<file path="config.mk">
export PLATFORM = sky130hd
export DESIGN_NAME = midrange_peripheral_chip_select
export DESIGN_NICKNAME = d
export VERILOG_FILES = /design/src/hdl/chip_select_pkg.sv /design/src/hdl/midrange_peripheral_chip_select.sv
export SDC_FILE = /design/constraint.sdc
export NUM_CORES = 1
export LEC_CHECK = 0
export ABC_CLOCK_PERIOD_IN_PS = 3400
export BUFFER_PORTS_ARGS = -buffer_cell sky130_fd_sc_hd__buf_4
export CELL_PAD_IN_SITES_DETAIL_PLACEMENT = 2
export CELL_PAD_IN_SITES_GLOBAL_PLACEMENT = 2
export CORE_MARGIN = 5
export CORE_UTILIZATION = 33
export DETAILED_ROUTE_END_ITERATION = 6
export PLACE_DENSITY_LB_ADDON = 0.05
export SLEW_MARGIN = 20
export SYNTH_ARGS = -nofsm -noshare
export SYNTH_HDL_FRONTEND = slang
export SYNTH_SLANG_ARGS = --single-unit
</file>
<file path="constraint.sdc">
create_clock -name mclk_i -period 3.4 [get_ports mclk_i]
set_clock_uncertainty 0.05 [all_clocks]
set_input_delay 0.17 -clock mclk_i [delete_from_list [all_inputs] [get_ports mclk_i]]
set_output_delay 0.17 -clock mclk_i [all_outputs]
set_load 0.005 [all_outputs]
</file>
<file path="src/hdl/chip_select_pkg.sv">
/*
  Constants for the midrange and upper peripheral chip-select unit:
  register indexes and byte addresses, field positions, fixed bits,
  reset values and the bus-cycle state encoding.
  Assumes an APB slave with 32-bit data and word-aligned registers.
*/
package chip_select_pkg;

  // ----------------------------------------------------------------
  // Register map
  // ----------------------------------------------------------------
  localparam int unsigned APB_AW = 12;
  localparam logic [7:0] IDX_PERIPH_BASE = 8'ha4;
  localparam logic [7:0] IDX_MIDRANGE = 8'ha6;
  localparam logic [7:0] IDX_AUXILIARY = 8'ha8;
  localparam logic [7:0] IDX_STATUS = 8'haa;
  localparam logic [11:0] ADDR_PERIPH_BASE = {2'b00, IDX_PERIPH_BASE, 2'b00};
  localparam logic [11:0] ADDR_MIDRANGE = {2'b00, IDX_MIDRANGE, 2'b00};
  localparam logic [11:0] ADDR_AUXILIARY = {2'b00, IDX_AUXILIARY, 2'b00};
  localparam logic [11:0] ADDR_STATUS = {2'b00, IDX_STATUS, 2'b00};

  // ----------------------------------------------------------------
  // Fixed bits and reset values
  // ----------------------------------------------------------------
  localparam logic [15:0] AUX_ONES = 16'h8038;
  localparam logic [15:0] MID_ONES = 16'h01f8;
  localparam logic [15:0] PBASE_ONES = 16'h0070;
  localparam logic [15:0] REG_CLEAR = 16'h0000;
  localparam logic [3:0] MID_SEL_IDLE = 4'hf;
  localparam logic [1:0] UP_SEL_IDLE = 2'h3;

  // ----------------------------------------------------------------
  // Fields
  // ----------------------------------------------------------------
  localparam int unsigned SIZE_LSB = 8;
  localparam int unsigned SIZE_W = 7;
  localparam int unsigned PIN_FUNC_BIT = 7;
  localparam int unsigned SPACE_BIT = 6;
  localparam int unsigned READY_BIT = 2;
  localparam int unsigned WAIT_LSB = 0;
  localparam int unsigned WAIT_W = 2;
  localparam int unsigned MID_BASE_LSB = 9;
  localparam int unsigned MID_BASE_W = 7;
  localparam int unsigned PBASE_LSB = 7;
  localparam int unsigned PBASE_W = 9;

  // ----------------------------------------------------------------
  // Address decode
  // ----------------------------------------------------------------
  localparam int unsigned ADDR_W = 20;
  localparam int unsigned IO_ADDR_W = 16;
  localparam int unsigned MID_TOP_LSB = 13;
  localparam int unsigned QUARTER_LSB = 11;
  localparam int unsigned PBLOCK_LSB = 8;
  localparam int unsigned PBASE_PAD = 11;
  localparam logic [11:0] PBLOCK_UP5 = 12'h005;
  localparam logic [11:0] PBLOCK_UP6 = 12'h006;

  // ----------------------------------------------------------------
  // Status register bits
  // ----------------------------------------------------------------
  localparam int unsigned ST_PBASE_WR = 0;
  localparam int unsigned ST_MID_WR = 1;
  localparam int unsigned ST_AUX_WR = 2;
  localparam int unsigned ST_MID_ON = 3;
  localparam int unsigned ST_UP_CS_ON = 4;
  localparam int unsigned ST_UP_ADDR_ON = 5;
  localparam int unsigned ST_STATE_LSB = 8;
  localparam int unsigned ST_MID_SEL_LSB = 12;
  localparam int unsigned ST_UP_SEL_LSB = 16;

  typedef enum logic [1:0] {
    CYC_IDLE = 2'b00,
    CYC_DECODE = 2'b01,
    CYC_WAIT = 2'b11,
    CYC_DONE = 2'b10
  } cyc_state_t;

endpackage

</file>
<file path="src/hdl/midrange_peripheral_chip_select.sv">
/*
  Midrange memory selects and upper peripheral selects with their
  configuration registers, wait-state counter and ready handling.
  Assumes an APB master on mclk_i and a processor bus that marks the
  start and end of each bus cycle with one-cycle pulses.
*/
`timescale 1ns/1ps

module midrange_peripheral_chip_select
  import chip_select_pkg::*;
(
  input  wire logic              mclk_i,
  input  wire logic              rst_b_i,
  input  wire logic              ce_i,
  input  wire logic              psel_i,
  input  wire logic              penable_i,
  input  wire logic              pwrite_i,
  input  wire logic [APB_AW-1:0] paddr_i,
  input  wire logic [31:0]       pwdata_i,
  output logic      [31:0]       prdata_o,
  output logic                   pready_o,
  output logic                   pslverr_o,
  input  wire logic              cyc_start_i,
  input  wire logic              cyc_end_i,
  input  wire logic [ADDR_W-1:0] cyc_addr_i,
  input  wire logic              cyc_mem_i,
  input  wire logic              ext_ready_i,
  output logic      [3:0]        midrange_select_lines_n_o,
  output logic      [1:0]        upper_peripheral_selects_n_o,
  output logic                   cyc_hit_o,
  output logic                   cyc_ready_o
);

  // ----------------------------------------------------------------
  // Reset release
  // ----------------------------------------------------------------
  logic [1:0] rst_sync_q;
  logic       rst_n;

  always_ff @(posedge mclk_i or negedge rst_b_i) begin
    if (!rst_b_i) begin
      rst_sync_q <= 2'b00;
    end else begin
      rst_sync_q <= {rst_sync_q[0], 1'b1};
    end
  end

  assign rst_n = rst_sync_q[1];

  // ----------------------------------------------------------------
  // Register bus
  // ----------------------------------------------------------------
  logic [15:0] pbase_q;
  logic [15:0] mid_q;
  logic [15:0] aux_q;
  logic        pbase_wr_q;
  logic        mid_wr_q;
  logic        aux_wr_q;
  logic [31:0] prdata_q;
  logic [31:0] status;
  logic        hit_pbase;
  logic        hit_mid;
  logic        hit_aux;
  logic        hit_status;
  logic        mapped;
  logic        wr_en;

  assign hit_pbase = (paddr_i == ADDR_PERIPH_BASE);
  assign hit_mid = (paddr_i == ADDR_MIDRANGE);
  assign hit_aux = (paddr_i == ADDR_AUXILIARY);
  assign hit_status = (paddr_i == ADDR_STATUS);
  assign mapped = hit_pbase | hit_mid | hit_aux | hit_status;
  assign wr_en = psel_i & penable_i & pwrite_i & ce_i;

  assign pready_o = ce_i;
  assign pslverr_o = psel_i & penable_i & ~mapped;
  assign prdata_o = prdata_q;

  // The fixed bits always read back as ones.
  always_ff @(posedge mclk_i or negedge rst_n) begin
    if (!rst_n) begin
      pbase_q <= REG_CLEAR | PBASE_ONES;
      mid_q <= REG_CLEAR | MID_ONES;
      aux_q <= REG_CLEAR | AUX_ONES;
    end else if (wr_en) begin
      if (hit_pbase) begin
        pbase_q <= pwdata_i[15:0] | PBASE_ONES;
      end
      if (hit_mid) begin
        mid_q <= pwdata_i[15:0] | MID_ONES;
      end
      if (hit_aux) begin
        aux_q <= pwdata_i[15:0] | AUX_ONES;
      end
    end
  end

  // Write flags gate the selects until software has set them up.
  always_ff @(posedge mclk_i or negedge rst_n) begin
    if (!rst_n) begin
      pbase_wr_q <= 1'b0;
      mid_wr_q <= 1'b0;
      aux_wr_q <= 1'b0;
    end else if (wr_en) begin
      if (hit_pbase) begin
        pbase_wr_q <= 1'b1;
      end
      if (hit_mid) begin
        mid_wr_q <= 1'b1;
      end
      if (hit_aux) begin
        aux_wr_q <= 1'b1;
      end
    end
  end

  // Read data is captured in the setup cycle.
  always_ff @(posedge mclk_i or negedge rst_n) begin
    if (!rst_n) begin
      prdata_q <= 32'h0000_0000;
    end else if (ce_i && psel_i && !penable_i && !pwrite_i) begin
      if (hit_pbase) begin
        prdata_q <= {16'h0000, pbase_q};
      end else if (hit_mid) begin
        prdata_q <= {16'h0000, mid_q};
      end else if (hit_aux) begin
        prdata_q <= {16'h0000, aux_q};
      end else if (hit_status) begin
        prdata_q <= status;
      end else begin
        prdata_q <= 32'h0000_0000;
      end
    end
  end

  // ----------------------------------------------------------------
  // Configuration fields
  // ----------------------------------------------------------------
  logic [SIZE_W-1:0]     size_f;
  logic [MID_BASE_W-1:0] mid_base_f;
  logic [MID_BASE_W-1:0] mid_mask;
  logic [PBASE_W-1:0]    pbase_f;
  logic                  pin_cs;
  logic                  mid_on;
  logic                  up_cs_on;
  logic                  up_addr_on;

  assign size_f = aux_q[SIZE_LSB +: SIZE_W];
  assign mid_base_f = mid_q[MID_BASE_LSB +: MID_BASE_W];
  assign mid_mask = ~(size_f - 7'h01);
  assign pbase_f = pbase_q[PBASE_LSB +: PBASE_W];
  assign pin_cs = aux_q[PIN_FUNC_BIT];
  assign mid_on = mid_wr_q & aux_wr_q & $onehot(size_f);
  assign up_cs_on = pbase_wr_q & aux_wr_q & pin_cs;
  assign up_addr_on = aux_wr_q & ~pin_cs;

  // ----------------------------------------------------------------
  // Bus cycle decode
  // ----------------------------------------------------------------
  logic [ADDR_W-1:0] lat_addr_q;
  logic              lat_mem_q;
  logic [ADDR_W-1:0] eff_addr;
  logic [ADDR_W-1:0] up_off;
  logic [11:0]       up_block;
  logic              space_ok;
  logic              mid_hit;
  logic              up5_hit;
  logic              up6_hit;
  logic [1:0]        quarter;
  logic              sel_ign_rdy;
  logic [WAIT_W-1:0] sel_wait;

  always_ff @(posedge mclk_i or negedge rst_n) begin
    if (!rst_n) begin
      lat_addr_q <= {ADDR_W{1'b0}};
      lat_mem_q <= 1'b0;
    end else if (ce_i && cyc_start_i) begin
      lat_addr_q <= cyc_addr_i;
      lat_mem_q <= cyc_mem_i;
    end
  end

  // Lower base bits a12 to a0 are zero, so only a19 to a13 compare.
  assign mid_hit = mid_on & lat_mem_q
    & ((lat_addr_q[ADDR_W-1:MID_TOP_LSB] & mid_mask) == (mid_base_f & mid_mask));

  // The quarter sits just above the per-select size.
  always_comb begin
    quarter = 2'b00;
    for (int k = 0; k < SIZE_W; k++) begin
      if (size_f[k]) begin
        quarter = lat_addr_q[QUARTER_LSB + k +: 2];
      end
    end
  end

  // I/O cycles only carry sixteen address bits.
  assign eff_addr = lat_mem_q ? lat_addr_q : {{(ADDR_W-IO_ADDR_W){1'b0}}, lat_addr_q[IO_ADDR_W-1:0]};
  assign up_off = eff_addr - {pbase_f, {PBASE_PAD{1'b0}}};
  assign up_block = up_off[ADDR_W-1:PBLOCK_LSB];
  assign space_ok = (aux_q[SPACE_BIT] == lat_mem_q);
  assign up5_hit = up_cs_on & space_ok & (up_block == PBLOCK_UP5);
  assign up6_hit = up_cs_on & space_ok & (up_block == PBLOCK_UP6);

  // Timing comes from whichever select owns the cycle.
  always_comb begin
    if (up5_hit || up6_hit) begin
      sel_ign_rdy = aux_q[READY_BIT];
      sel_wait = aux_q[WAIT_LSB +: WAIT_W];
    end else begin
      sel_ign_rdy = mid_q[READY_BIT];
      sel_wait = mid_q[WAIT_LSB +: WAIT_W];
    end
  end

  // ----------------------------------------------------------------
  // Bus cycle sequence
  // ----------------------------------------------------------------
  cyc_state_t        state_q;
  logic [WAIT_W-1:0] wait_q;
  logic              ign_rdy_q;
  logic              hit_q;
  logic [3:0]        mid_sel_n_q;
  logic [1:0]        up_sel_n_q;

  always_ff @(posedge mclk_i or negedge rst_n) begin
    if (!rst_n) begin
      state_q <= CYC_IDLE;
    end else if (ce_i) begin
      if (cyc_end_i) begin
        state_q <= CYC_IDLE;
      end else begin
        case (state_q)
          CYC_IDLE: begin
            if (cyc_start_i) begin
              state_q <= CYC_DECODE;
            end
          end
          CYC_DECODE: begin
            if (mid_hit || up5_hit || up6_hit) begin
              state_q <= CYC_WAIT;
            end else begin
              state_q <= CYC_DONE;
            end
          end
          CYC_WAIT: begin
            if (wait_q == 2'b00 && (ign_rdy_q || ext_ready_i)) begin
              state_q <= CYC_DONE;
            end
          end
          CYC_DONE: begin
            state_q <= CYC_DONE;
          end
          default: begin
            state_q <= CYC_IDLE;
          end
        endcase
      end
    end
  end

  always_ff @(posedge mclk_i or negedge rst_n) begin
    if (!rst_n) begin
      wait_q <= 2'b00;
      ign_rdy_q <= 1'b0;
      hit_q <= 1'b0;
    end else if (ce_i) begin
      if (cyc_end_i) begin
        hit_q <= 1'b0;
      end else if (state_q == CYC_DECODE) begin
        wait_q <= sel_wait;
        ign_rdy_q <= sel_ign_rdy;
        hit_q <= mid_hit | up5_hit | up6_hit;
      end else if (state_q == CYC_WAIT && wait_q != 2'b00) begin
        wait_q <= wait_q - 2'b01;
      end
    end
  end

  // Midrange selects load one edge after the address latch.
  always_ff @(posedge mclk_i or negedge rst_n) begin
    if (!rst_n) begin
      mid_sel_n_q <= MID_SEL_IDLE;
    end else if (ce_i) begin
      if (cyc_end_i || !mid_on) begin
        mid_sel_n_q <= MID_SEL_IDLE;
      end else if (state_q == CYC_DECODE) begin
        mid_sel_n_q <= mid_hit ? ~(4'b0001 << quarter) : MID_SEL_IDLE;
      end
    end
  end

  // Upper pins carry either chip selects or latched a1 and a2.
  always_ff @(posedge mclk_i or negedge rst_n) begin
    if (!rst_n) begin
      up_sel_n_q <= UP_SEL_IDLE;
    end else if (ce_i) begin
      if (up_addr_on) begin
        up_sel_n_q <= {lat_addr_q[1], lat_addr_q[2]};
      end else if (cyc_end_i || !up_cs_on) begin
        up_sel_n_q <= UP_SEL_IDLE;
      end else if (state_q == CYC_DECODE) begin
        up_sel_n_q <= {~up6_hit, ~up5_hit};
      end
    end
  end

  assign midrange_select_lines_n_o = mid_sel_n_q;
  assign upper_peripheral_selects_n_o = up_sel_n_q;
  assign cyc_hit_o = hit_q;
  assign cyc_ready_o = hit_q & (state_q == CYC_DONE);

  // ----------------------------------------------------------------
  // Status word
  // ----------------------------------------------------------------
  always_comb begin
    status = 32'h0000_0000;
    status[ST_PBASE_WR] = pbase_wr_q;
    status[ST_MID_WR] = mid_wr_q;
    status[ST_AUX_WR] = aux_wr_q;
    status[ST_MID_ON] = mid_on;
    status[ST_UP_CS_ON] = up_cs_on;
    status[ST_UP_ADDR_ON] = up_addr_on;
    status[ST_STATE_LSB +: 2] = state_q;
    status[ST_MID_SEL_LSB +: 4] = mid_sel_n_q;
    status[ST_UP_SEL_LSB +: 2] = up_sel_n_q;
  end

endmodule

</file>
==> results of run 1 <==
final cells by class:
type                            count  area, µm²  share of cell area [%]
Clock buffer                       10        229                    3.67
Multi-Input combinational cell    329       2470                    39.7
Sequential cell                    85       2140                    34.3
Clock inverter                      6       86.3                    1.39
Timing Repair Buffer              123        958                    15.4
Tap cell                          184        230                    3.69
Inverter                           31        119                    1.91
what timing repair did:
item | CTS | global route
hold buffers | 14 | 0
endpoints found under the setup margin | 6 | 7
setup buffers | 3 | 3
hold endpoints to repair | 15 | 0
gates resized for setup | 2 | 8
pin swaps | 2 | 7
how the worst min path moves through the flow:
stage,start,to,slack (ns),depth (start not counted)
2_1_floorplan,rst_b_i,rst_sync_q[0],-0.18,0
3_3_place_gp,rst_b_i,rst_sync_q[0],-0.1,1
3_5_place_dp,rst_b_i,rst_sync_q[1],-0.09,1
4_1_cts,cyc_addr_i[12],lat_addr_q[12],0.0004,2
5_1_grt,cyc_addr_i[12],lat_addr_q[12],0.002,2
6_report,cyc_addr_i[12],lat_addr_q[12],0.01,2
per-stage QoR:
stage          TNS (ns)  setup WS, ns
2_1_floorplan   -0.0873       -0.0466
3_3_place_gp     -0.257       -0.0897
3_5_place_dp     -0.862        -0.220
4_1_cts          -0.759        -0.200
5_1_grt           -1.87        -0.400
6_report         -0.922        -0.241
power by group through the flow:
stage	logic (W)	clock network, W	registers [W]
3_3_place_gp	0.000369	0	0.00116
6_report	0.000397	0.00107	0.00115
3_5_place_dp	0.000384	0	0.00117
5_1_grt	0.000446	0.00114	0.00116
2_1_floorplan	0.000252	0	0.00113
4_1_cts	0.000399	0.00110	0.00115
cell usage in the layout, fill, tap and decap left out, types with 3 or more instances in the layout:
cell type                       netlist  routed
sky130_fd_sc_hd__buf_4               15     109
sky130_fd_sc_hd__dfrtp_1             79      78
sky130_fd_sc_hd__nand2_1             43      43
sky130_fd_sc_hd__mux2_2              40      40
sky130_fd_sc_hd__o21ai_0             32      31
sky130_fd_sc_hd__inv_1               31      28
sky130_fd_sc_hd__nor2_1              26      26
sky130_fd_sc_hd__a21oi_1             28      25
sky130_fd_sc_hd__conb_1               2      15
sky130_fd_sc_hd__dlygate4sd3_1        0      14
sky130_fd_sc_hd__xnor2_1             11      11
sky130_fd_sc_hd__ha_1                10      10
sky130_fd_sc_hd__a22o_1               9       9
sky130_fd_sc_hd__clkbuf_16            0       9
sky130_fd_sc_hd__nor3_1              10       8
sky130_fd_sc_hd__nand3_1              9       8
sky130_fd_sc_hd__xor2_1               6       6
sky130_fd_sc_hd__dfstp_2              6       6
sky130_fd_sc_hd__nand2b_1             6       5
sky130_fd_sc_hd__or2_2                5       5
sky130_fd_sc_hd__mux4_2               5       5
sky130_fd_sc_hd__and2_1               4       4
sky130_fd_sc_hd__o31ai_1              4       4
sky130_fd_sc_hd__fa_1                 5       4
sky130_fd_sc_hd__nor3b_1              3       3
sky130_fd_sc_hd__nor4_1               4       3
sky130_fd_sc_hd__a22oi_1              3       3
sky130_fd_sc_hd__a2111oi_0            4       3
sky130_fd_sc_hd__a221oi_1             3       3
sky130_fd_sc_hd__nand4_1              3       3
sky130_fd_sc_hd__nand3b_1             3       3
sky130_fd_sc_hd__mux2i_1              3       3
sky130_fd_sc_hd__a21oi_2              0       3
sky130_fd_sc_hd__a41oi_1              3       3
sky130_fd_sc_hd__clkinv_2             0       3
flip-flops by register name (all words and copies together), names as in the netlist, 2 cells and up:
register                      flops
aux_q                            12
mid_q                            10
prdata_o                         18
pbase_q                          13
midrange_select_lines_n_o         4
lat_addr_q                       14
state_q                           2
wait_q                            2
upper_peripheral_selects_n_o      2
rst_sync_q                        2
worst max-delay path: stages (launching register included):
cell and delay, ns:
sky130_fd_sc_hd__dfrtp_1 0.36, sky130_fd_sc_hd__inv_2 0.06, sky130_fd_sc_hd__fa_1 0.55, sky130_fd_sc_hd__fa_1 0.43, sky130_fd_sc_hd__fa_2 0.35, sky130_fd_sc_hd__inv_2 0.06
sky130_fd_sc_hd__fa_1 0.45, sky130_fd_sc_hd__nor4_4 0.19, sky130_fd_sc_hd__o2111ai_2 0.17, sky130_fd_sc_hd__a2111oi_4 0.37, sky130_fd_sc_hd__nand3_2 0.17, sky130_fd_sc_hd__and3b_1 0.27
sky130_fd_sc_hd__a21oi_1 0.09
routing by layer:
layer | wire (µm) | vias to the layer above
met2 | 7730 | 85
li1 | - | 1861
met1 | 7080 | 2037
met5 | 0 | -
met3 | 752 | 17
met4 | 246 | 0
kinds of logic (layout without fill, tap and decap cells):
logic type / after synthesis / count (layout) / synth area share (%)
simple gates: 126 / 126 / 13.2
compound gates: 106 / 106 / 14.3
flops: 85 / 85 / 44.7
buf+inv: 63 / 170 / 6.21
mux: 50 / 50 / 13.5
xor+xnor: 17 / 17 / 3.12
fa+ha+maj: 15 / 15 / 4.72
other cells: 2 / 15 / 0.157
==> flow_results.xml, run 1 <==
<?xml version="1.0" encoding="UTF-8"?>
<metrics>
  <group name="status">
    <metric name="run_status" unit="">complete, but fails checks</metric>
    <metric name="violations_in_the_final_reports" unit="">negative setup slack</metric>
  </group>
  <group name="logic_synthesis">
    <metric name="synth.yosys.seq_area_share" unit="%">44.7</metric>
    <metric name="area_fraction_of_the_dominant_cell_type_after_synthesis" unit="%">41.4</metric>
    <metric name="synth_area" unit="µm²">4770</metric>
    <metric name="synthesis.instances" unit="">464</metric>
    <metric name="synth.top_cells.by_count" unit="">79 x sky130_fd_sc_hd__dfrtp_1, 43 x sky130_fd_sc_hd__nand2_1, 40 x sky130_fd_sc_hd__mux2_2</metric>
    <metric name="async_flop_share" unit="%">100</metric>
    <metric name="synth_flop_cell" unit="">sky130_fd_sc_hd__dfrtp_1</metric>
    <metric name="number_of_flops_mapped_to_enable_cells_by_yosys" unit="">0</metric>
    <metric name="ys_seq_elements" unit="">85</metric>
    <metric name="synthesis.yosys.warnings" unit="">0</metric>
    <metric name="synth.area.top_cells" unit="">sky130_fd_sc_hd__dfrtp_1 41%, sky130_fd_sc_hd__mux2_2 9.4%, sky130_fd_sc_hd__nand2_1 3.4%</metric>
    <metric name="post_synth_num_cell_types" unit="">59</metric>
    <metric name="yosysMostFrequentCell" unit="">sky130_fd_sc_hd__dfrtp_1</metric>
    <metric name="synth_largest_area_cell" unit="">sky130_fd_sc_hd__dfrtp_1</metric>
    <metric name="synthesis.area_per_instance" unit="µm²">10.3</metric>
  </group>
  <group name="layout">
    <metric name="design_area" unit="µm²">6230</metric>
    <metric name="non_filler_cells_final" unit="">768</metric>
    <metric name="synthesis_to_finish_area_growth" unit="%">30.5</metric>
    <metric name="layout.nets" unit="">668</metric>
    <metric name="num_antenna_cells" unit="">0</metric>
    <metric name="postLayoutCoreUtil" unit="%">43.4</metric>
    <metric name="fillers" unit="">1552</metric>
    <metric name="drive_above_1_share" unit="%">34.4</metric>
  </group>
  <group name="pwr">
    <metric name="pwr-share-comb" unit="%">15.2</metric>
    <metric name="power.share.clock" unit="%">40.9</metric>
    <metric name="power.share.switching" unit="%">27.5</metric>
    <metric name="pwr-share-seq" unit="%">43.9</metric>
    <metric name="net-switching-power" unit="W">0.000719</metric>
    <metric name="power.static_leakage" unit="nW">2.84</metric>
    <metric name="cellInternalPower" unit="W">0.00190</metric>
    <metric name="vdd.ir_drop.worst" unit="mV">0.201</metric>
    <metric name="power_density" unit="nW/µm²">420</metric>
    <metric name="report.power.total" unit="W">0.00261</metric>
  </group>
  <group name="critical_path">
    <metric name="crit_path_start_kind" unit="">register</metric>
    <metric name="r2r_cells" unit="">12</metric>
    <metric name="worstPathRequired" unit="ns">3.62</metric>
    <metric name="worst_r2r_startpoint" unit="">aux_q[8]</metric>
    <metric name="critical_path_origin" unit="">aux_q[8]</metric>
    <metric name="crit_end" unit="">midrange_select_lines_n_o[3]</metric>
    <metric name="reg2reg_to" unit="">midrange_select_lines_n_o[3]</metric>
    <metric name="rrSetupSlack" unit="ns">-0.24</metric>
    <metric name="critical_path_peak_fanout" unit="">2</metric>
    <metric name="end_kind" unit="">register</metric>
    <metric name="worst_setup_path_category" unit="">reg -&gt; reg</metric>
    <metric name="arrival_time_of_data_at_the_critical_path_endpoint" unit="ns">3.86</metric>
  </group>
  <group name="floorplan">
    <metric name="rows" unit="">44</metric>
    <metric name="die_width" unit="µm">130</metric>
    <metric name="die_h" unit="µm">130</metric>
    <metric name="num_io_pins" unit="">116</metric>
    <metric name="initial_utilization" unit="%">33.2</metric>
    <metric name="core_area" unit="µm²">14400</metric>
    <metric name="dieArea" unit="µm²">17000</metric>
  </group>
  <group name="sta">
    <metric name="worstMarginPinSlew" unit="ns">0.750</metric>
    <metric name="slew_headroom" unit="%">50.0</metric>
    <metric name="fmaxAchievable" unit="MHz">275</metric>
    <metric name="finalCritPeriodShare" unit="%">107</metric>
    <metric name="drv_slew" unit="">0</metric>
    <metric name="report.final.setup_viol" unit="">6</metric>
    <metric name="post_layout_min_period" unit="ns">3.64</metric>
    <metric name="finalHoldWorstSlack" unit="ns">0.0102</metric>
    <metric name="timing_hold_violations_final" unit="">0</metric>
    <metric name="final_critical_path_setup_slack" unit="ns">-0.241</metric>
    <metric name="rsz_0062_raised_after_global_routing" unit="">true</metric>
  </group>
  <group name="route">
    <metric name="wl_per_cell" unit="µm">20.6</metric>
    <metric name="viasPerCell" unit="">5.21</metric>
    <metric name="drc" unit="">0</metric>
    <metric name="drt_pre_antenna_iters" unit="">6</metric>
    <metric name="routed-via-count" unit="">4000</metric>
    <metric name="first_iter_violations" unit="">172</metric>
    <metric name="postRouteAntennaNets" unit="">0</metric>
    <metric name="wl" unit="µm">15800</metric>
  </group>
  <group name="grt">
    <metric name="global_route.usage.met2" unit="%">33.3</metric>
    <metric name="first_global_vias" unit="">4431</metric>
    <metric name="grt.busiest_layer" unit="">met2</metric>
    <metric name="grt_first_pass_wirelength" unit="µm">25000</metric>
    <metric name="grtUsageMet1" unit="%">25.4</metric>
    <metric name="grt_start_max_net_pins" unit="">54</metric>
    <metric name="groute.layer.met3.usage" unit="%">3.72</metric>
    <metric name="overflow" unit="">0</metric>
    <metric name="antenna_found_initial" unit="">0</metric>
    <metric name="groute.usage.overall" unit="%">19.7</metric>
  </group>
  <group name="cts">
    <metric name="path_clk_slew" unit="ns">0.06</metric>
    <metric name="clock_tree_from_tritoncts" unit="">yes</metric>
    <metric name="tritoncts_num_sinks" unit="">85</metric>
    <metric name="cts-buffers-inserted" unit="">9</metric>
    <metric name="number_of_levels_the_h_tree_was_split_into" unit="">3</metric>
    <metric name="clk_latency" unit="ns">0.35</metric>
    <metric name="clock_tree.root_cell" unit="">sky130_fd_sc_hd__clkbuf_16</metric>
    <metric name="cts-root-to-sink-buffers" unit="">2</metric>
  </group>
  <group name="placement">
    <metric name="dp_hpwl" unit="µm">12600</metric>
    <metric name="io_buffers" unit="">77</metric>
    <metric name="dp_cells" unit="">736</metric>
    <metric name="dp_area" unit="µm²">5710</metric>
    <metric name="gp_congestion" unit="">0.793</metric>
  </group>
  <group name="flow_run">
    <metric name="max-cap-violations" unit="">0</metric>
  </group>
  <group name="min_path">
    <metric name="timing.hold.worst.class" unit="">in -&gt; reg</metric>
  </group>
</metrics>
Power figures use the tool's default switching activity.
==> run 2: changes to the inputs <==
- ABC_AREA: not set -> 1
- CORE_UTILIZATION: 33 -> 31
==> flow_results.xml, run 2 <==
<?xml version="1.0" encoding="UTF-8"?>
<metrics>
  <group name="layout">
    <metric name="design_area" unit="µm²">6250</metric>
    <metric name="synthesis_to_finish_area_growth" unit="%">26.2</metric>
    <metric name="register_area" unit="µm²">2140</metric>
    <metric name="layout.cells.most_common" unit="">sky130_fd_sc_hd__nand2_1</metric>
    <metric name="multi_input_area" unit="µm²">2340</metric>
    <metric name="postLayoutCoreUtil" unit="%">39.7</metric>
    <metric name="fillers" unit="">1901</metric>
    <metric name="drive_above_1_share" unit="%">21.7</metric>
    <metric name="layout.cells.most_common_list" unit="">164 x sky130_fd_sc_hd__nand2_1, 97 x sky130_fd_sc_hd__buf_4, 86 x sky130_fd_sc_hd__inv_1, 78 x sky130_fd_sc_hd__dfrtp_1, 45 x sky130_fd_sc_hd__nor2_1</metric>
    <metric name="num_antenna_cells" unit="">0</metric>
    <metric name="non_filler_cells_final" unit="">962</metric>
    <metric name="largest_register_ff_count" unit="">18</metric>
    <metric name="layout.nets" unit="">830</metric>
  </group>
  <group name="floorplan">
    <metric name="dieArea" unit="µm²">18600</metric>
    <metric name="num_io_pins" unit="">116</metric>
    <metric name="core_area" unit="µm²">15800</metric>
    <metric name="die_h" unit="µm">136</metric>
    <metric name="rows" unit="">46</metric>
    <metric name="initial_utilization" unit="%">31.4</metric>
    <metric name="die_width" unit="µm">136</metric>
  </group>
  <group name="placement">
    <metric name="io_buffers" unit="">77</metric>
    <metric name="dp_cells" unit="">931</metric>
    <metric name="dp_hpwl" unit="µm">13700</metric>
    <metric name="gp_congestion" unit="">0.798</metric>
    <metric name="dp_area" unit="µm²">5780</metric>
  </group>
  <group name="grt">
    <metric name="grt_start_max_net_pins" unit="">54</metric>
    <metric name="antenna_found_initial" unit="">0</metric>
    <metric name="grt_first_pass_wirelength" unit="µm">27800</metric>
    <metric name="first_global_vias" unit="">5245</metric>
    <metric name="overflow" unit="">0</metric>
    <metric name="groute.usage.overall" unit="%">19.6</metric>
  </group>
  <group name="logic_synthesis">
    <metric name="synth_flop_cell" unit="">sky130_fd_sc_hd__dfrtp_1</metric>
    <metric name="ys_seq_elements" unit="">85</metric>
    <metric name="synth_area" unit="µm²">4960</metric>
    <metric name="area_fraction_of_the_dominant_cell_type_after_synthesis" unit="%">39.9</metric>
    <metric name="async_flop_share" unit="%">100</metric>
    <metric name="synth.yosys.seq_area_share" unit="%">43.1</metric>
    <metric name="synthesis.area_per_instance" unit="µm²">7.73</metric>
    <metric name="synth_largest_area_cell" unit="">sky130_fd_sc_hd__dfrtp_1</metric>
    <metric name="post_synth_num_cell_types" unit="">45</metric>
    <metric name="number_of_flops_mapped_to_enable_cells_by_yosys" unit="">0</metric>
    <metric name="synth.area.top_cells" unit="">sky130_fd_sc_hd__dfrtp_1 40%, sky130_fd_sc_hd__nand2_1 12%, sky130_fd_sc_hd__inv_1 6.7%</metric>
    <metric name="synth.top_cells.by_count" unit="">164 x sky130_fd_sc_hd__nand2_1, 89 x sky130_fd_sc_hd__inv_1, 79 x sky130_fd_sc_hd__dfrtp_1</metric>
    <metric name="synthesis.instances" unit="">641</metric>
    <metric name="yosysMostFrequentCell" unit="">sky130_fd_sc_hd__nand2_1</metric>
    <metric name="synthesis.yosys.warnings" unit="">0</metric>
  </group>
  <group name="sta">
    <metric name="report.final.setup_viol" unit="">2</metric>
    <metric name="drv_slew" unit="">0</metric>
    <metric name="post_layout_min_period" unit="ns">3.43</metric>
    <metric name="final_critical_path_setup_slack" unit="ns">-0.0349</metric>
    <metric name="worstMarginPinSlew" unit="ns">0.995</metric>
    <metric name="finalCritPeriodShare" unit="%">101</metric>
    <metric name="rsz_0062_raised_after_global_routing" unit="">true</metric>
    <metric name="fmaxAchievable" unit="MHz">291</metric>
    <metric name="slew_headroom" unit="%">33.5</metric>
    <metric name="timing_hold_violations_final" unit="">0</metric>
    <metric name="timing.setup.tns" unit="ns">-0.0658</metric>
  </group>
  <group name="min_path">
    <metric name="timing.hold.worst.class" unit="">in -&gt; reg</metric>
  </group>
  <group name="critical_path">
    <metric name="arrival_time_of_data_at_the_critical_path_endpoint" unit="ns">3.67</metric>
    <metric name="crit_path_cell_trace" unit="">inv_2 -&gt; fa_1 -&gt; fa_1 -&gt; fa_2 -&gt; inv_2 -&gt; fa_1 -&gt; nor3_2 -&gt; buf_4 -&gt; buf_4 -&gt; buf_4 -&gt; buf_4 -&gt; nand4_1 -&gt; inv_1 -&gt; nand4_1 -&gt; nand2_1 -&gt; inv_1</metric>
    <metric name="timing.critical_path.mode_cell" unit="">sky130_fd_sc_hd__buf_4</metric>
    <metric name="worst_setup_path_category" unit="">reg -&gt; reg</metric>
    <metric name="critical_path_peak_fanout" unit="">4</metric>
    <metric name="crit_path_start_kind" unit="">register</metric>
    <metric name="master_of_the_slowest_instance_on_the_critical_path" unit="">sky130_fd_sc_hd__fa_1</metric>
    <metric name="end_kind" unit="">register</metric>
    <metric name="worstPathRequired" unit="ns">3.64</metric>
    <metric name="number_of_buffers_and_inverters_on_the_critical_path" unit="">8</metric>
    <metric name="crit_path_max_incr_delay" unit="ns">0.55</metric>
    <metric name="timing.critical_path.max_delay_family" unit="">adder cells</metric>
  </group>
  <group name="route">
    <metric name="wl_per_cell" unit="µm">18.2</metric>
    <metric name="viasPerCell" unit="">4.89</metric>
    <metric name="drt_pre_antenna_iters" unit="">4</metric>
    <metric name="wl" unit="µm">17500</metric>
    <metric name="first_iter_violations" unit="">126</metric>
    <metric name="drc" unit="">0</metric>
    <metric name="postRouteAntennaNets" unit="">0</metric>
    <metric name="routed-via-count" unit="">4707</metric>
  </group>
  <group name="cts">
    <metric name="clk_latency" unit="ns">0.35</metric>
    <metric name="number_of_levels_the_h_tree_was_split_into" unit="">3</metric>
    <metric name="clock_tree_from_tritoncts" unit="">yes</metric>
    <metric name="cts-root-to-sink-buffers" unit="">2</metric>
    <metric name="tritoncts_num_sinks" unit="">85</metric>
    <metric name="cts-buffers-inserted" unit="">9</metric>
    <metric name="path_clk_slew" unit="ns">0.06</metric>
    <metric name="clock_tree.root_cell" unit="">sky130_fd_sc_hd__clkbuf_16</metric>
  </group>
  <group name="pwr">
    <metric name="power_density" unit="nW/µm²">432</metric>
    <metric name="vdd.ir_drop.worst" unit="mV">0.240</metric>
    <metric name="power.static_leakage" unit="nW">3.21</metric>
  </group>
  <group name="status">
    <metric name="run_status" unit="">complete, but fails checks</metric>
    <metric name="violations_in_the_final_reports" unit="">negative setup slack</metric>
  </group>
  <group name="flow_run">
    <metric name="max-cap-violations" unit="">0</metric>
  </group>
</metrics>
-- run 2: cell count changes after synthesis, moves of 9 or more --
cell / previous run / this run
sky130_fd_sc_hd__nand2_1: 43 / 164
sky130_fd_sc_hd__xnor2_1: 11 / 2
sky130_fd_sc_hd__o21ai_0: 32 / 44
sky130_fd_sc_hd__o21ai_1: 0 / 21
sky130_fd_sc_hd__a22o_1: 9 / 0
sky130_fd_sc_hd__nor2_1: 26 / 45
sky130_fd_sc_hd__mux2_2: 40 / 10
sky130_fd_sc_hd__inv_1: 31 / 89
sky130_fd_sc_hd__nand3_1: 9 / 22
-- run 2: repair_timing --
| item | CTS | global route |
|---|---|---|
| setup endpoints to repair | 6 | 6 |
| pin swaps | 6 | 6 |
| endpoints found under the hold margin | 9 | 1 |
| buffers inserted | 4 | 2 |
| gates resized for setup | 6 | 1 |
| hold buffers | 8 | 1 |
-- run 2: stage by stage --
step	hold slack (ns)	worst slack [ns]	total power [W]
after floorplan	-0.176	0.0503	0.00145
after global placement	-0.0981	-0.0159	0.00159
after detailed placement	-0.0972	-0.179	0.00162
after CTS	0.000507	-0.00392	0.00274
after global routing	0.00514	-0.177	0.00284
final	0.0119	-0.0349	0.00270
-- run 2: logic make-up (layout without fill, tap and decap cells) --
| kind of cell | after synthesis | after routing | synth area share, % |
|---|---|---|---|
| AOI/OAI and AO/OA | 123 | 123 | 13.8 |
| xor gates and xnor gates | 7 | 7 | 1.24 |
| adders and majority gates | 15 | 15 | 4.54 |
| buffers and inverters | 127 | 219 | 11.1 |
| DFF | 85 | 85 | 43.1 |
| muxes | 11 | 11 | 2.50 |
| other | 2 | 15 | 0.152 |
| and+or+nand+nor | 271 | 271 | 23.6 |
-- run 2: final cells by class --
class                      instances  area share [%]
clock buffer                      11            3.88
clock inverter                     5            1.32
inverter                          97            5.84
multi-input combinational        442            37.4
sequential                        85            34.2
tap                              216            4.32
timing repair buffer             106            13.1
-- run 2: path summary, 6_finish.rpt --
kind	cells past startpoint	start	endpoint	slack, ns
hold reg to reg	0	rst_sync_q[0]	rst_sync_q[1]	0.31
min in group asynchronous	2	rst_b_i	rst_sync_q[1]	0.08
setup reg to reg	16	aux_q[8]	midrange_select_lines_n_o[0]	-0.03
setup / recovery	16	aux_q[8]	midrange_select_lines_n_o[0]	-0.03
max in group asynchronous	1	rst_sync_q[1]	upper_peripheral_selects_n_o[1]	2.15
hold / removal	2	pwdata_i[6]	aux_q[6]	0.01
-- run 2: power by group --
| part | switching (W) | internal, W | leakage, nW |
|---|---|---|---|
| logic | 0.000266 | 0.000187 | 1.95 |
| clock network | 0.000436 | 0.000667 | 0.160 |
| registers | 0.0000786 | 0.00107 | 1.10 |
| total | 0.000781 | 0.00192 | 3.21 |
-- run 2: worst register-to-register path: stages, from the launching register on --
cell and delay, ns:
sky130_fd_sc_hd__dfrtp_1 0.36, sky130_fd_sc_hd__inv_2 0.05, sky130_fd_sc_hd__fa_1 0.55, sky130_fd_sc_hd__fa_1 0.44, sky130_fd_sc_hd__fa_2 0.36, sky130_fd_sc_hd__inv_2 0.06
sky130_fd_sc_hd__fa_1 0.41, sky130_fd_sc_hd__nor3_2 0.19, sky130_fd_sc_hd__buf_4 0.14, sky130_fd_sc_hd__buf_4 0.10, sky130_fd_sc_hd__buf_4 0.09, sky130_fd_sc_hd__buf_4 0.09
sky130_fd_sc_hd__nand4_1 0.09, sky130_fd_sc_hd__inv_1 0.15, sky130_fd_sc_hd__nand4_1 0.13, sky130_fd_sc_hd__nand2_1 0.10, sky130_fd_sc_hd__inv_1 0.04
-- run 2: routing by layer --
metal  GRT usage, %  up-vias  routed length (µm)
met5              0        -                   0
li1               -     2237                   -
met1           23.4     2370                7270
met2           36.1       83                9270
met3           2.92       17                 633
met4           6.10        0                 310
==> run 3: changes to the inputs <==
- GPL_TIMING_DRIVEN: not set -> 0
==> flow_results.xml, run 3 (synthesis results as in run 2) <==
<?xml version="1.0" encoding="UTF-8"?>
<metrics>
  <group name="critical_path">
    <metric name="end_kind" unit="">register</metric>
    <metric name="reg2reg_to" unit="">midrange_select_lines_n_o[0]</metric>
    <metric name="worst_r2r_startpoint" unit="">aux_q[8]</metric>
    <metric name="arrival_time_of_data_at_the_critical_path_endpoint" unit="ns">3.82</metric>
    <metric name="r2r_cells" unit="">16</metric>
    <metric name="crit_path_start_kind" unit="">register</metric>
    <metric name="critical_path_origin" unit="">aux_q[8]</metric>
    <metric name="critical_path_peak_fanout" unit="">5</metric>
    <metric name="worst_setup_path_category" unit="">reg -&gt; reg</metric>
    <metric name="rrSetupSlack" unit="ns">-0.19</metric>
    <metric name="worstPathRequired" unit="ns">3.63</metric>
  </group>
  <group name="floorplan">
    <metric name="rows" unit="">46</metric>
    <metric name="die_h" unit="µm">136</metric>
    <metric name="die_width" unit="µm">136</metric>
    <metric name="dieArea" unit="µm²">18600</metric>
    <metric name="core_area" unit="µm²">15800</metric>
    <metric name="initial_utilization" unit="%">31.4</metric>
    <metric name="num_io_pins" unit="">116</metric>
  </group>
  <group name="cts">
    <metric name="path_clk_slew" unit="ns">0.06</metric>
    <metric name="clock_tree_from_tritoncts" unit="">yes</metric>
    <metric name="tritoncts_num_sinks" unit="">85</metric>
    <metric name="cts-root-to-sink-buffers" unit="">2</metric>
    <metric name="cts-buffers-inserted" unit="">9</metric>
    <metric name="number_of_levels_the_h_tree_was_split_into" unit="">3</metric>
    <metric name="clk_latency" unit="ns">0.35</metric>
    <metric name="clock_tree.root_cell" unit="">sky130_fd_sc_hd__clkbuf_16</metric>
  </group>
  <group name="pwr">
    <metric name="cellInternalPower" unit="W">0.00192</metric>
    <metric name="pwr-share-seq" unit="%">42.1</metric>
    <metric name="power.static_leakage" unit="nW">3.27</metric>
    <metric name="net-switching-power" unit="W">0.000785</metric>
    <metric name="pwr-share-comb" unit="%">17.8</metric>
    <metric name="power.share.switching" unit="%">29.0</metric>
    <metric name="vdd.ir_drop.worst" unit="mV">0.229</metric>
    <metric name="power_density" unit="nW/µm²">424</metric>
    <metric name="power.share.clock" unit="%">40.2</metric>
    <metric name="report.power.total" unit="W">0.00271</metric>
  </group>
  <group name="placement">
    <metric name="dp_area" unit="µm²">5880</metric>
    <metric name="dp_hpwl" unit="µm">13900</metric>
    <metric name="io_buffers" unit="">77</metric>
    <metric name="gp_congestion" unit="">0.851</metric>
    <metric name="dp_cells" unit="">948</metric>
  </group>
  <group name="route">
    <metric name="wl" unit="µm">17800</metric>
    <metric name="wl_per_cell" unit="µm">18.2</metric>
    <metric name="drc" unit="">0</metric>
    <metric name="routed-via-count" unit="">4816</metric>
    <metric name="viasPerCell" unit="">4.92</metric>
    <metric name="postRouteAntennaNets" unit="">0</metric>
    <metric name="first_iter_violations" unit="">139</metric>
    <metric name="drt_pre_antenna_iters" unit="">4</metric>
  </group>
  <group name="layout">
    <metric name="multi_input_area" unit="µm²">2360</metric>
    <metric name="num_antenna_cells" unit="">0</metric>
    <metric name="non_filler_cells_final" unit="">979</metric>
    <metric name="layout.cells.most_common_list" unit="">164 x sky130_fd_sc_hd__nand2_1, 102 x sky130_fd_sc_hd__buf_4, 86 x sky130_fd_sc_hd__inv_1, 78 x sky130_fd_sc_hd__dfrtp_1, 45 x sky130_fd_sc_hd__nor2_1</metric>
    <metric name="layout.cells.most_common" unit="">sky130_fd_sc_hd__nand2_1</metric>
    <metric name="synthesis_to_finish_area_growth" unit="%">28.6</metric>
    <metric name="layout.nets" unit="">847</metric>
    <metric name="drive_above_1_share" unit="%">23.5</metric>
    <metric name="fillers" unit="">1867</metric>
    <metric name="largest_register_ff_count" unit="">18</metric>
    <metric name="register_area" unit="µm²">2140</metric>
    <metric name="design_area" unit="µm²">6370</metric>
  </group>
  <group name="grt">
    <metric name="antenna_found_initial" unit="">0</metric>
    <metric name="overflow" unit="">0</metric>
    <metric name="first_global_vias" unit="">5227</metric>
    <metric name="grt_first_pass_wirelength" unit="µm">28300</metric>
    <metric name="grt_start_max_net_pins" unit="">49</metric>
    <metric name="groute.usage.overall" unit="%">20.0</metric>
  </group>
  <group name="sta">
    <metric name="fmaxAchievable" unit="MHz">278</metric>
    <metric name="rsz_0062_raised_after_global_routing" unit="">true</metric>
    <metric name="timing.setup.tns" unit="ns">-1.00</metric>
    <metric name="worstMarginPinSlew" unit="ns">0.821</metric>
    <metric name="timing_hold_violations_final" unit="">0</metric>
    <metric name="post_layout_min_period" unit="ns">3.59</metric>
    <metric name="final_critical_path_setup_slack" unit="ns">-0.192</metric>
    <metric name="report.final.setup_viol" unit="">6</metric>
    <metric name="slew_headroom" unit="%">45.3</metric>
    <metric name="finalCritPeriodShare" unit="%">106</metric>
    <metric name="finalHoldWorstSlack" unit="ns">0.00723</metric>
    <metric name="drv_slew" unit="">0</metric>
  </group>
  <group name="min_path">
    <metric name="hp-start" unit="">cyc_addr_i[13]</metric>
    <metric name="hold_path_depth" unit="">2</metric>
    <metric name="hold-path-endpoint" unit="">lat_addr_q[13]</metric>
    <metric name="timing.hold.worst.class" unit="">in -&gt; reg</metric>
  </group>
  <group name="status">
    <metric name="violations_in_the_final_reports" unit="">negative setup slack</metric>
    <metric name="run_status" unit="">complete, but fails checks</metric>
  </group>
  <group name="flow_run">
    <metric name="max-cap-violations" unit="">0</metric>
  </group>
</metrics>
-- run 3: how the worst max path moves through the flow --
stage / to / slack [ns] / cells past startpoint
after floorplan: midrange_select_lines_n_o[1] / 0.05 / 16
after global placement: midrange_select_lines_n_o[3] / -0.69 / 16
after detailed placement: midrange_select_lines_n_o[0] / -0.70 / 16
after CTS: midrange_select_lines_n_o[3] / -0.20 / 16
after global routing: midrange_select_lines_n_o[0] / -0.34 / 16
final: midrange_select_lines_n_o[0] / -0.19 / 16
-- run 3: power by group through the flow --
stage,registers [W],clock network [W],logic [W]
after floorplan,0.00114,0,0.000313
after global placement,0.00116,0,0.000443
after detailed placement,0.00116,0,0.000478
after CTS,0.00114,0.00111,0.000489
after global routing,0.00115,0.00115,0.000547
final,0.00114,0.00109,0.000481
-- run 3: worst max-delay path: stages, from the launching register on --
cell and delay, ns:
sky130_fd_sc_hd__dfrtp_1 0.39, sky130_fd_sc_hd__inv_4 0.06, sky130_fd_sc_hd__fa_1 0.55, sky130_fd_sc_hd__fa_1 0.43
sky130_fd_sc_hd__fa_2 0.35, sky130_fd_sc_hd__inv_2 0.06, sky130_fd_sc_hd__fa_1 0.41, sky130_fd_sc_hd__nor3_2 0.24
sky130_fd_sc_hd__nand3_2 0.15, sky130_fd_sc_hd__nor2_1 0.12, sky130_fd_sc_hd__nand2_1 0.07, sky130_fd_sc_hd__nor3_2 0.17
sky130_fd_sc_hd__nand3_2 0.15, sky130_fd_sc_hd__inv_4 0.10, sky130_fd_sc_hd__nand4_1 0.08, sky130_fd_sc_hd__nand2_1 0.09
sky130_fd_sc_hd__inv_1 0.04
-- run 3: stage by stage --
step | setup slack (ns) | util, %
4_1_cts | -0.205 | 40.3
5_1_grt | -0.338 | 40.4
2_1_floorplan | 0.0503 | -
3_3_place_gp | -0.691 | 37.1
3_5_place_dp | -0.704 | 37.3
6_report | -0.192 | 40.4
-- run 3: metal layers --
layer  track usage (%)  wire (µm)
met4              5.77        275
met1              25.1       7620
met3              2.63        523
met2              35.9       9370
met5                 0          0
-- run 3: timing repair --
action	in CTS	in global routing
hold buffers	5	0
gates resized for setup	13	2
endpoints found under the hold margin	6	0
setup buffers	9	1
endpoints found under the setup margin	7	7
pin swaps	9	11
-- run 3: area by class of cell --
class	count	area share [%]
buffer	30	2.90
clock buffer	14	4.46
clock inverter	2	0.608
inverter	97	5.81
multi-input combinational	442	37.0
sequential	85	33.5
tap	216	4.24
timing repair buffer	93	11.5
